--- src/verilog/math_port_pkg.sv ---
// Package: constants and types for the stack math coprocessor port
`default_nettype none
package math_port_pkg;
  localparam int STACK_DEPTH_BYTES = 16;
  localparam int STACK_PTR_W = 4;
  localparam int DATA_W = 8;
  // Command byte fields
  localparam int CMD_OP_LSB = 0;
  localparam int CMD_OP_W = 5;
  localparam int CMD_FIXED_BIT = 5;
  localparam int CMD_SINGLE_BIT = 6;
  localparam int CMD_SERVICE_REQUEST_OUT_BIT = 7;
  // Status byte fields
  localparam int ST_BUSY_BIT = 7;
  localparam int ST_SIGN_BIT = 6;
  localparam int ST_ZERO_BIT = 5;
  localparam int ST_ERR_LSB = 1;
  localparam int ST_ERR_W = 4;
  localparam int ST_CARRY_BIT = 0;
  localparam logic [7:0] STATUS_RESET = 8'h00;
  // Error codes
  localparam logic [3:0] ERR_NONE = 4'h0;
  localparam logic [3:0] ERR_DIV0 = 4'h8;
  localparam logic [3:0] ERR_NEG_ARG = 4'h4;
  localparam logic [3:0] ERR_ARG_BIG = 4'hc;
  localparam logic [3:0] ERR_UNDERFLOW = 4'h2;
  localparam logic [3:0] ERR_OVERFLOW = 4'h1;
  // Floating point word layout
  localparam int FP_SIGN_BIT = 31;
  localparam int FP_EXP_LSB = 24;
  localparam int FP_EXP_W = 7;
  localparam int FP_MANT_W = 24;
  localparam int FP_NORM_BIT = 23;
  // Execution time of the modelled commands minus one, in clock cycles
  localparam logic [7:0] EXEC_CYCLES = 8'h04;
  localparam int RESET_CYCLES = 5;
  // Opcodes carried out by the port's own datapath
  localparam logic [4:0] OP_NOP = 5'h00;
  localparam logic [4:0] OP_CHS = 5'h14;
  localparam logic [4:0] OP_ADD = 5'h0c;
  localparam logic [4:0] OP_SUB = 5'h0d;
  localparam logic [4:0] OP_XCH = 5'h19;
  typedef enum logic [1:0] {ST_IDLE, ST_EXEC} exec_e;
endpackage
`default_nettype wire

--- src/verilog/byte_buf_if.sv ---
// Interface: valid/ready byte channel between port and buffer
`default_nettype none
interface byte_buf_if;
  logic valid;
  logic ready;
  logic [7:0] data;
  modport src (output valid, output data, input ready);
  modport snk (input valid, input data, output ready);
endinterface
`default_nettype wire

--- src/verilog/byte_skid_buf.sv ---
// Two-entry byte buffer with valid and ready on both sides
`default_nettype none
module byte_skid_buf #(
  parameter int DEPTH = 2
) (
  input wire logic clk_sys,
  input wire logic srst,
  byte_buf_if.snk in_ch,
  byte_buf_if.src out_ch
);
  logic [7:0] mem_q [DEPTH];
  logic [0:0] wr_ptr_q;
  logic [0:0] rd_ptr_q;
  logic [1:0] count_q;
  logic push;
  logic pop;

  // Full and empty come straight from the occupancy count
  assign in_ch.ready = (count_q != 2'(DEPTH));
  assign out_ch.valid = (count_q != 2'h0);
  assign out_ch.data = mem_q[rd_ptr_q];
  assign push = in_ch.valid && in_ch.ready;
  assign pop = out_ch.valid && out_ch.ready;

  // Storage, no reset needed on data
  always_ff @(posedge clk_sys) begin
    if (push) begin
      mem_q[wr_ptr_q] <= in_ch.data;
    end
  end

  // Pointers and count
  always_ff @(posedge clk_sys) begin
    if (srst) begin
      wr_ptr_q <= 1'b0;
      rd_ptr_q <= 1'b0;
      count_q <= 2'h0;
    end else begin
      if (push) begin
        wr_ptr_q <= ~wr_ptr_q;
      end
      if (pop) begin
        rd_ptr_q <= ~rd_ptr_q;
      end
      count_q <= count_q + 2'(push) - 2'(pop);
    end
  end
endmodule // byte_skid_buf
`default_nettype wire

--- src/verilog/math_coprocessor.sv ---
// Host port of the stack math coprocessor: stack, command, status, ready
// Overview of operation
// [RQ1] Fixed operands are two's complement, 16 or 32 bits wide.
// [RQ2] Fixed operand MSB is sign; negative held as two's complement.
// [RQ3] Float word: sign, 7-bit exponent, 24-bit fraction mantissa.
// [RQ4] Floats normalized with mantissa bit 23 set; zero is all zeros.
// [RQ5] Operand stack is eight 16-bit entries.
// [RQ6] Bytes written singly; read back in reverse order.
// [RQ7] Data write pushes byte on top; bottom byte is lost.
// [RQ8] Data read pops top byte, which rotates to bottom.
// [RQ9] Two-operand commands use top and second entry; one-operand only top.
// [RQ10] Write with select high enters a command; host keeps running.
// [RQ11] On completion end output goes low, busy clears, service request raised.
// [RQ12] End released by done_ack_n; service request cleared by service_ack_n.
// [RQ13] Command written while busy holds ready low until execution ends.
// [RQ14] Stack access while busy holds ready low until execution ends.
// [RQ15] Idle stack read holds ready low while top byte moves to latch.
// [RQ16] Idle stack write holds ready low until previous byte reached stack.
// [RQ17] Status read allowed any time; ready low while status is latched.
// [RQ18] Host holds bus controls stable while ready is low.
// [RQ19] Status shows busy, sign, zero and carry of last operation.
// [RQ20] Four-bit error code reports outcome of last operation.
// [RQ21] Status fields other than busy valid only when not busy.
// [RQ22] Select and strobes decode push, pop, command and status read.
// [RQ23] Command bits: 0-4 op, 5 fixed, 6 single, 7 service request.
// [RQ24] Reset aborts command, clears status, keeps stack and command.
// [RQ25] With done_ack_n held low, end output is one-clock pulse.
// [RQ26] Status: busy 7, sign 6, zero 5, error 4:1, carry 0.
`default_nettype none
module math_coprocessor
  import math_port_pkg::*;
(
  input wire logic clk_sys,
  input wire logic srst,
  input wire logic cs_n,
  input wire logic cmd_data_select,
  input wire logic rd_n,
  input wire logic wr_n,
  input wire logic [7:0] db_in,
  output logic [7:0] db_out,
  output logic db_oe,
  input wire logic done_ack_n,
  input wire logic service_ack_n,
  output logic end_n_out,
  output logic end_n_oe,
  output logic service_request_out,
  output logic ready
);
  import math_port_pkg::*;

  // Two-flop synchronisers for all bus and acknowledge input pins; srst is used as is
  logic [5:0] pin_meta_q;
  logic [5:0] pin_q;
  logic [7:0] db_meta_q;
  logic [7:0] db_q;
  always_ff @(posedge clk_sys) begin
    pin_meta_q <= {cs_n, cmd_data_select, rd_n, wr_n, done_ack_n, service_ack_n};
    pin_q <= pin_meta_q;
    db_meta_q <= db_in;
    db_q <= db_meta_q;
  end
  logic cs_s, sel_s, rd_s, wr_s, done_ack_n_s, service_ack_n_s;
  assign {cs_s, sel_s, rd_s, wr_s, done_ack_n_s, service_ack_n_s} = pin_q;

  // [RQ22] transfer type decode
  logic acc_push, acc_pop, acc_cmd, acc_stat;
  assign acc_push = !cs_s && !sel_s && !wr_s && rd_s;
  assign acc_pop = !cs_s && !sel_s && !rd_s && wr_s;
  assign acc_cmd = !cs_s && sel_s && !wr_s && rd_s;
  assign acc_stat = !cs_s && sel_s && !rd_s && wr_s;

  // One access served per strobe assertion; done flag re-arms on release
  logic served_q;
  logic strobe_any;
  assign strobe_any = !cs_s && (!rd_s || !wr_s);

  exec_e state_q;
  logic busy;
  assign busy = (state_q == ST_EXEC);

  // Write buffer between the bus latch and the stack
  byte_buf_if wr_in ();
  byte_buf_if wr_out ();
  byte_skid_buf #(.DEPTH(2)) u_wbuf (
    .clk_sys(clk_sys),
    .srst(srst),
    .in_ch(wr_in),
    .out_ch(wr_out)
  );

  // [RQ5] eight 16-bit entries kept as sixteen bytes
  logic [7:0] stack_q [STACK_DEPTH_BYTES];
  logic [7:0] cmd_q;
  logic [7:0] status_q;
  logic [7:0] latch_q;
  logic [7:0] exec_cnt_q;

  // Handshake accept terms
  logic take_push, take_pop, take_cmd, take_stat;
  // [RQ14] stack access stalls while busy
  // [RQ16] push waits for room in the buffer
  assign take_push = acc_push && !served_q && !busy && wr_in.ready;
  // [RQ15] pop also stalls while buffered bytes still drain
  assign take_pop = acc_pop && !served_q && !busy && !wr_out.valid;
  // [RQ13] command waits for execution end
  assign take_cmd = acc_cmd && !served_q && !busy;
  // [RQ17] status read honoured even while busy
  assign take_stat = acc_stat && !served_q;
  assign wr_in.valid = take_push;
  assign wr_in.data = db_q;
  // Stack drains buffer when nothing executes
  assign wr_out.ready = !busy;

  // Ready: low while a strobe is pending and not yet served.
  // The host must hold controls stable meanwhile.
  // [RQ18] relies on stable controls
  always_ff @(posedge clk_sys) begin
    if (srst) begin
      served_q <= 1'b0;
    end else if (!strobe_any) begin
      served_q <= 1'b0;
    end else if (take_push || take_pop || take_cmd || take_stat) begin
      served_q <= 1'b1;
    end
  end
  assign ready = !strobe_any || served_q;

  // Execution engine: adds and subtracts in fixed format only, changes sign, exchanges
  logic [4:0] op;
  logic fixed_fmt, single_fmt;
  // [RQ23] command field split
  assign op = cmd_q[CMD_OP_LSB +: CMD_OP_W];
  assign fixed_fmt = cmd_q[CMD_FIXED_BIT];
  assign single_fmt = cmd_q[CMD_SINGLE_BIT];

  // [RQ9] operands from top and second entry
  logic [15:0] top_entry, second_entry;
  logic [31:0] top32, sec32;
  assign top_entry = {stack_q[0], stack_q[1]};
  assign second_entry = {stack_q[2], stack_q[3]};
  assign top32 = {stack_q[0], stack_q[1], stack_q[2], stack_q[3]};
  assign sec32 = {stack_q[4], stack_q[5], stack_q[6], stack_q[7]};

  // [RQ1] [RQ2] two's complement add/sub with carry and overflow
  logic [32:0] sum32;
  logic [16:0] sum16;
  logic [31:0] res32;
  logic [15:0] res16;
  logic carry_r, ovf_r;
  always_comb begin
    sum32 = 33'h000000000;
    sum16 = 17'h00000;
    res32 = top32;
    res16 = top_entry;
    carry_r = 1'b0;
    ovf_r = 1'b0;
    unique case (op)
      OP_ADD: begin
        sum32 = {1'b0, sec32} + {1'b0, top32};
        sum16 = {1'b0, second_entry} + {1'b0, top_entry};
        res32 = sum32[31:0];
        res16 = sum16[15:0];
        carry_r = single_fmt ? sum16[16] : sum32[32];
        ovf_r = single_fmt ? (second_entry[15] == top_entry[15]) && (res16[15] != top_entry[15])
                           : (sec32[31] == top32[31]) && (res32[31] != top32[31]);
      end
      OP_SUB: begin
        sum32 = {1'b0, sec32} - {1'b0, top32};
        sum16 = {1'b0, second_entry} - {1'b0, top_entry};
        res32 = sum32[31:0];
        res16 = sum16[15:0];
        carry_r = single_fmt ? sum16[16] : sum32[32];
        ovf_r = single_fmt ? (second_entry[15] != top_entry[15]) && (res16[15] != second_entry[15])
                           : (sec32[31] != top32[31]) && (res32[31] != sec32[31]);
      end
      OP_CHS: begin
        res32 = 32'h00000000 - top32;
        res16 = 16'h0000 - top_entry;
      end
      default: begin
        res32 = top32;
        res16 = top_entry;
      end
    endcase
  end

  // [RQ3] [RQ4] float sign flip keeps normalized zero as all zeros
  logic [31:0] fchs;
  assign fchs = (top32 == 32'h00000000) ? 32'h00000000 : {~top32[FP_SIGN_BIT], top32[30:0]};

  // Status from result
  logic [31:0] final32;
  always_comb begin
    final32 = top32;
    if (op == OP_XCH) begin
      final32 = sec32;
    end else if (!fixed_fmt && op == OP_CHS) begin
      final32 = fchs;
    end else if (fixed_fmt && !single_fmt) begin
      final32 = res32;
    end else if (fixed_fmt && single_fmt) begin
      final32 = {res16, stack_q[2], stack_q[3]};
    end
  end

  // Execution state and cycle counter
  logic finish;
  assign finish = busy && (exec_cnt_q == 8'h00);
  always_ff @(posedge clk_sys) begin
    if (srst) begin
      // [RQ24] abort and return to idle
      state_q <= ST_IDLE;
      exec_cnt_q <= 8'h00;
    end else if (take_cmd) begin
      // [RQ10] command accepted, host free to continue
      state_q <= ST_EXEC;
      exec_cnt_q <= EXEC_CYCLES;
    end else if (finish) begin
      state_q <= ST_IDLE;
    end else if (busy) begin
      exec_cnt_q <= exec_cnt_q - 8'h01;
    end
  end

  // Command register survives reset
  always_ff @(posedge clk_sys) begin
    if (take_cmd) begin
      cmd_q <= db_q;
    end
  end

  // Stack: push from buffer, pop rotates, result writes on finish
  always_ff @(posedge clk_sys) begin
    if (wr_out.valid && wr_out.ready) begin
      // [RQ7] push down, bottom byte lost
      // [RQ6] reverse order on read
      stack_q[0] <= wr_out.data;
      for (int i = 1; i < STACK_DEPTH_BYTES; i++) begin
        stack_q[i] <= stack_q[i-1];
      end
    end else if (take_pop) begin
      // [RQ8] top byte rotates to bottom
      stack_q[STACK_DEPTH_BYTES-1] <= stack_q[0];
      for (int i = 0; i < STACK_DEPTH_BYTES - 1; i++) begin
        stack_q[i] <= stack_q[i+1];
      end
    end else if (finish && !srst && op != OP_NOP) begin // Aborted command leaves the stack alone
      if (op == OP_XCH) begin
        {stack_q[0], stack_q[1], stack_q[2], stack_q[3]} <= sec32;
        {stack_q[4], stack_q[5], stack_q[6], stack_q[7]} <= top32;
      end else if (fixed_fmt && single_fmt) begin
        {stack_q[0], stack_q[1]} <= res16;
      end else begin
        {stack_q[0], stack_q[1], stack_q[2], stack_q[3]} <= final32;
      end
    end
  end

  // Status register
  logic [3:0] err_d;
  assign err_d = ovf_r ? ERR_OVERFLOW : ERR_NONE;
  logic res_neg, res_zero;
  assign res_neg = (fixed_fmt && single_fmt) ? final32[31] : final32[FP_SIGN_BIT];
  assign res_zero = (fixed_fmt && single_fmt) ? (final32[31:16] == 16'h0000) : (final32 == 32'h00000000);
  always_ff @(posedge clk_sys) begin
    if (srst) begin
      status_q <= STATUS_RESET;
    end else if (take_cmd) begin
      // [RQ19] busy set while executing
      status_q[ST_BUSY_BIT] <= 1'b1;
    end else if (finish) begin
      // [RQ26] status byte layout
      // [RQ20] error code of last op
      status_q[ST_BUSY_BIT] <= 1'b0;
      status_q[ST_SIGN_BIT] <= res_neg;
      status_q[ST_ZERO_BIT] <= res_zero;
      status_q[ST_ERR_LSB +: ST_ERR_W] <= err_d;
      status_q[ST_CARRY_BIT] <= carry_r;
    end
  end

  // Interface latch feeding the data bus
  always_ff @(posedge clk_sys) begin
    if (srst) begin
      latch_q <= 8'h00;
    end else if (take_pop) begin
      latch_q <= stack_q[0];
    end else if (take_stat) begin
      // [RQ21] fields undefined while busy bit set
      latch_q <= status_q;
    end
  end
  assign db_out = latch_q;
  assign db_oe = !cs_s && !rd_s && served_q;

  // End and service request outputs
  logic end_q, service_request_out_q;
  always_ff @(posedge clk_sys) begin
    if (srst) begin
      end_q <= 1'b0;
      service_request_out_q <= 1'b0;
    end else begin
      // [RQ11] completion raises end, and service request only if command bit 7 is set
      // [RQ12] acks clear them; [RQ25] tied-low ack gives a pulse
      if (finish) begin
        end_q <= 1'b1;
      end else if (!done_ack_n_s) begin
        end_q <= 1'b0;
      end
      if (finish) begin
        service_request_out_q <= cmd_q[CMD_SERVICE_REQUEST_OUT_BIT];
      end else if (!service_ack_n_s || take_cmd) begin
        service_request_out_q <= 1'b0;
      end
    end
  end
  assign end_n_out = 1'b0;
  assign end_n_oe = end_q;
  assign service_request_out = service_request_out_q;
endmodule // math_coprocessor
`default_nettype wire

--- config.mk ---
export PLATFORM = sky130hd
export DESIGN_NAME = math_coprocessor
export DESIGN_NICKNAME = d
export VERILOG_FILES = /design/src/verilog/math_port_pkg.sv /design/src/verilog/byte_buf_if.sv /design/src/verilog/byte_skid_buf.sv /design/src/verilog/math_coprocessor.sv
export SDC_FILE = /design/constraint.sdc
export NUM_CORES = 1
export LEC_CHECK = 0
export BUFFER_PORTS_ARGS = -buffer_cell sky130_fd_sc_hd__clkbuf_2
export CAP_MARGIN = 20
export CORE_UTILIZATION = 40
export CTS_BUF_LIST = sky130_fd_sc_hd__clkbuf_16
export CTS_CLUSTER_DIAMETER = 40
export DETAILED_ROUTE_END_ITERATION = 10
export MAX_ROUTING_LAYER = met4
export PLACE_DENSITY = 0.61
export SLEW_MARGIN = 20
export SYNTH_ARGS = -nofsm -noshare
export SYNTH_HDL_FRONTEND = slang
export SYNTH_HIERARCHICAL = 1
export SYNTH_SLANG_ARGS = --single-unit
--- constraint.sdc ---
create_clock -name clk_sys -period 5.9 [get_ports clk_sys]
set_input_delay 0.59 -clock clk_sys [delete_from_list [all_inputs] [get_ports clk_sys]]
set_output_delay 0.59 -clock clk_sys [all_outputs]
set_load 0.02 [all_outputs]
==> flow_summary.json, run 1 <==
{
  "worstSkewPairLatency_ns": 0.56,
  "dp_hpwl_mm": 48.3,
  "cts_tree": "yes",
  "cts_setup_buffers": 0,
  "port_buffers": 27,
  "synth_top_area_cell": "edfxtp_1",
  "synthTopCellsByArea": "edfxtp_1 28%, nand2_1 8.4%, ha_1 7.8%",
  "synth-seq-cells": 209,
  "die-width_um": 204,
  "post_synth.cell_area_avg_um2": 8.09,
  "area_delta_synth_final_pct": 9.81,
  "postLayoutCellArea_um2": 18000,
  "ys_seq_area_frac": 0.348,
  "final_cell_mix": "364 x nand2_1, 208 x nor2_1, 162 x a21oi_1, 152 x edfxtp_1, 102 x ha_1",
  "wl_per_cell_um": 25.8,
  "start_util": 0.409,
  "io_pins": 29,
  "critPathMaxStageDelay_ns": 0.71,
  "final-hold-violation-count": 0,
  "hold_buffers": 0,
  "fmax_ghz": 0.192,
  "worst_pin_slew_ns": 1.07,
  "required_ns": 6.38,
  "hold_depth": 1,
  "r2r_start": "second_entry[1]",
  "setup_viol": 0,
  "cp.arrival_ns": 5.69,
  "cts_buffers": 28,
  "drt_pass1_iterations": 9,
  "synth_top_area_frac": 0.278,
  "ys.flop_type": "edfxtp_1",
  "synthArstFlopShare": 0,
  "via_count": 16100,
  "die_h_um": 204,
  "place_area_um2": 17100,
  "regToRegSetupSlack_ns": 0.68,
  "synth-edff-count": 152,
  "die_area_um2": 41800,
  "critPathLaunchType": "flip-flop",
  "clock-root-buffer": "clkbuf_16",
  "synth_area_um2": 16400,
  "place.gp.congestion": 1.06,
  "rsz0062_at_grt": "false",
  "hold_class": "input port to flip-flop",
  "drv_cap": 0,
  "ant_nets": 0,
  "clk_path_buf_depth": 3,
  "grt_pass1_vias": 15000,
  "post-place-cells": 2497,
  "dpl_worst_slack_ns": 0.808,
  "grt_max_degree": 90,
  "grt.total_usage": 0.323,
  "syn_nets": 2148,
  "path_max_fanout": 11,
  "synth_cells": 2026,
  "crit_chain": "inv_1 -> ha_1 -> nor2b_1 -> o2111ai_1 -> a2111oi_1 -> o21ai_1 -> o31a_1 -> a31oi_1 -> nand4_1 -> a211oi_1 -> nand4_1 -> or4_1 -> or4_1 -> o31ai_2",
  "nets": 2124,
  "cp_num_buf_inv": 1,
  "ctsResizeCount": 0,
  "core_area_um2": 40100,
  "antenna_found_initial": 2,
  "clk_pin_slew_ns": 0.07,
  "route.detailed.drc": 0,
  "fin_worst_skew_ns": 0.0252,
  "period_share": 0.884,
  "min-delay-start": "db_in[0]",
  "cp_num_cells": 14,
  "drtIter0Drc": 2002,
  "crit_family": "compound AO/OA/AOI/OAI gates",
  "max-slew-margin-rel": 0.274,
  "yosysUniqueCellTypes": 104,
  "post_drt_via_cell_ratio": 6.32,
  "totalWireLength_mm": 65.9,
  "grt_pass1_wl_mm": 98.5,
  "drive_gt1_frac": 0.0860,
  "path_class": "flip-flop to flip-flop",
  "final_common_cell": "nand2_1",
  "outcome": "finished clean",
  "grt_overflow_total": 0,
  "setup_ws_ns": 0.682,
  "htree_levels": 1,
  "final_cells": 2550,
  "cp-startpoint": "second_entry[1]",
  "period_minus_slack_ns": 5.22,
  "critPathCaptureType": "flip-flop",
  "rows": 73,
  "yosysWarningCount": 6,
  "cts_sinks": 209,
  "cp_slowest_cell": "a2111oi_1",
  "slew_violations": 0,
  "r2r_cells": 14,
  "tns_ns": 0
}
## metal layers
layer / track usage / wire (µm)
met5: - / 0
met4: 0.147 / 3290
met3: 0.0537 / 6800
met2: 0.459 / 27500
met1: 0.447 / 28300
## final timing paths
path,end
setup / recovery,status_q[5]
hold reg to reg,db_q[3]
setup reg to reg,status_q[5]
hold / removal,db_meta_q[0]
## cells in the mapped netlist (41+ instances only)
| cell type | instances |
|---|---|
| a21oi_1 | 162 |
| a31oi_1 | 54 |
| clkbuf_1 | 107 |
| dfxtp_1 | 57 |
| edfxtp_1 | 152 |
| ha_1 | 102 |
| inv_1 | 85 |
| nand2_1 | 366 |
| nor2_1 | 208 |
| nor3_1 | 41 |
| o21ai_0 | 94 |
| xnor2_1 | 65 |
## cell type report
cell class,count,area [µm²]
Fill cell,4022,22100
Clock inverter,22,210
Tap cell,525,657
Clock buffer,29,726
Antenna cell,2,5.00
Multi-Input combinational cell,1592,9810
Sequential cell,209,5710
Inverter,86,323
Timing Repair Buffer,85,571
## sequential cells by signal, indices dropped and copies added, names as in the netlist, named ones only
name / flops
exec_cnt_q: 8
pin_meta_q: 6
u_wbuf/count_q: 2
status_q: 4
served_q: 1
u_wbuf/mem_q: 16
stack_q: 80
state_q: 1
pin_q: 6
u_wbuf/rd_ptr_q: 1
sec32: 32
second_entry: 16
db_meta_q: 8
db_out: 8
service_request_out: 1
cmd_q: 8
db_q: 8
u_wbuf/wr_ptr_q: 1
end_n_oe: 1
## cell families (layout without fill, tap and decap cells)
kind of cell	Yosys count	in the layout	share of synthesized area
and+or+nand+nor	807	807	0.224
xor gates and xnor gates	74	74	0.0395
adders and majority gates	106	106	0.0827
DFF	209	209	0.348
buffers and inverters	225	222	0.0559
other	1	3	0.000229
AOI/OAI and AO/OA	566	566	0.225
muxes	38	38	0.0242
## stage by stage
stage / hold slack (ns) / utilization
after floorplan: 0.310 / -
after global placement: 0.310 / 0.426
after detailed placement: 0.313 / 0.426
after CTS: 0.112 / 0.449
after global routing: 0.112 / 0.449
final: 0.123 / 0.449
Power of run 1 is not shown: default switching activity piles up to over one toggle a cycle in this logic, so the estimate is an artifact.
==> run 2: changes to the inputs <==
--- a/config.mk
+++ b/config.mk
@@ -16,5 +16,4 @@
 export SLEW_MARGIN = 20
 export SYNTH_ARGS = -nofsm -noshare
 export SYNTH_HDL_FRONTEND = slang
-export SYNTH_HIERARCHICAL = 1
 export SYNTH_SLANG_ARGS = --single-unit
==> run 2 against run 1 <==
  * Via count rose by 0.46%
  * Fmax is 2.7% lower
  * Area after synthesis is essentially flat
  * Non-clock buffer count is 15 lower
  * Synthesized cell count barely moved
  * Sequential share of layout area down 0.11 points
  * Largest cell class unchanged
  * Clock skew grew 0.0073 ns
  * Register-to-register slack worse by 0.15 ns
==> flow_summary.json, run 2 <==
{
  "cp-startpoint": "second_entry[7]",
  "drtIter0Drc": 2375,
  "synthTopCellsByCount": "363 x nand2_1, 179 x nor2_1, 152 x edfxtp_1",
  "via_count": 16200,
  "cts_tree": "yes",
  "clk_pin_slew_ns": 0.06,
  "synth_area_um2": 16400,
  "yosysWarningCount": 0,
  "critPathLaunchType": "flip-flop",
  "ys_seq_area_frac": 0.348,
  "grt_pass1_vias": 15000,
  "post_drt_via_cell_ratio": 6.38,
  "grt_pass1_wl_mm": 98.0,
  "period_share": 0.909,
  "synth_top_area_cell": "edfxtp_1",
  "synth-seq-cells": 209,
  "nets": 2107,
  "crit_family": "compound AO/OA/AOI/OAI gates",
  "yosysUniqueCellTypes": 99,
  "drive_gt1_frac": 0.0860,
  "post_synth.cell_area_avg_um2": 8.10,
  "final_common_cell": "nand2_1",
  "area_delta_synth_final_pct": 10.2,
  "totalWireLength_mm": 65.8,
  "rows": 73,
  "min-delay-start": "service_ack_n",
  "max-slew-margin-rel": 0.210,
  "dp_hpwl_mm": 48.2,
  "die_h_um": 204,
  "cts_setup_buffers": 0,
  "antenna_found_initial": 1,
  "grt.total_usage": 0.322,
  "wl_per_cell_um": 25.9,
  "cp_num_buf_inv": 1,
  "final_cell_mix": "361 x nand2_1, 178 x nor2_1, 152 x edfxtp_1, 140 x a21oi_1, 126 x o21ai_0",
  "required_ns": 6.36,
  "slew_violations": 0,
  "die_area_um2": 41800,
  "fin_worst_skew_ns": 0.0325,
  "drt_pass1_iterations": 6,
  "io_pins": 29,
  "grt_max_degree": 79,
  "route.detailed.drc": 0,
  "cts_sinks": 209,
  "port_buffers": 27,
  "core_area_um2": 40100,
  "syn_nets": 2146,
  "path_max_fanout": 10,
  "synth_cells": 2024,
  "fillers": 3974,
  "rsz0062_at_grt": "false",
  "hold_class": "input port to flip-flop",
  "synthTopCellsByArea": "edfxtp_1 28%, nand2_1 8.3%, ha_1 7.8%",
  "largest_reg_flops": 80,
  "clk_path_buf_depth": 3,
  "final_util": 0.451,
  "cp_slowest_cell": "a2111oi_2",
  "worst_pin_slew_ns": 1.18,
  "cp.arrival_ns": 5.82,
  "ant_nets": 0,
  "synthArstFlopShare": 0,
  "critPathMaxStageDelay_ns": 0.77,
  "tns_ns": 0,
  "place.gp.congestion": 1.08,
  "synth-edff-count": 152,
  "start_util": 0.409,
  "grt_overflow_total": 0,
  "setup_ws_ns": 0.535,
  "synth_top_area_frac": 0.278,
  "top_register": "stack_q",
  "setup_viol": 0,
  "worstSkewPairLatency_ns": 0.55,
  "path_class": "flip-flop to flip-flop",
  "htree_levels": 2,
  "clock-root-buffer": "clkbuf_16",
  "dpl_worst_slack_ns": 0.770,
  "drv_cap": 0,
  "ys.flop_type": "edfxtp_1",
  "ctsResizeCount": 0,
  "outcome": "finished clean",
  "die-width_um": 204,
  "period_minus_slack_ns": 5.37,
  "hold_buffers": 0,
  "critPathCaptureType": "flip-flop",
  "cts_buffers": 34,
  "fmax_ghz": 0.186,
  "final-hold-violation-count": 0,
  "synth_most_common_cell": "nand2_1",
  "r2r_start": "second_entry[7]",
  "crit_chain": "inv_1 -> ha_1 -> nor4_1 -> a21boi_0 -> a211oi_1 -> o21ba_2 -> o31a_1 -> a221oi_1 -> o21ai_0 -> or3_1 -> a2111oi_2 -> nand4_1 -> o21ai_1"
}
-- run 2: final timing paths --
kind	to	slack, ns	cells past startpoint
worst max-delay path	status_q[5]	0.53	13
worst min-delay path	pin_meta_q[0]	0.14	1
worst max register to register	status_q[5]	0.53	13
worst min register to register	db_q[1]	0.32	0
-- run 2: area by class of cell --
cell class                 count  area [µm²]  share of cell area
multi-input combinational   1580        9730               0.539
sequential                   209        5710               0.316
clock buffer                  34         851              0.0471
tap                          525         657              0.0364
timing repair buffer          70         458              0.0253
inverter                      90         339              0.0188
clock inverter                28         322              0.0178
antenna                        2        5.00            0.000277
-- run 2: metal layers --
layer	wire (µm)	part of all wire	GRT usage
met1	27700	0.42	0.434
met2	28300	0.43	0.469
met3	7250	0.11	0.0722
met4	2590	0.039	0.119
met5	0	0	-
-- run 2: cell families (layout without fill, tap and decap cells) --
kind of cell,Yosys count,count (layout),synth area share
AND/OR/NAND/NOR,795,795,0.224
AO/OA/AOI/OAI,597,597,0.240
buffers and inverters,235,222,0.0603
flip-flops,209,209,0.348
adder cells (fa/ha/maj),106,106,0.0827
XOR/XNOR,66,66,0.0353
multiplexers,15,15,0.0100
other,1,3,0.000229
-- run 2: through the flow --
step	cells	instance area [µm²]	hold WS (ns)
2_1_floorplan	2024	16400	0.310
3_3_place_gp	2474	16900	0.310
3_5_place_dp	2474	16900	0.312
4_1_cts	2536	18100	0.123
5_1_grt	2537	18100	0.122
6_report	2538	18100	0.143
Power of run 2 is left out for the same reason.
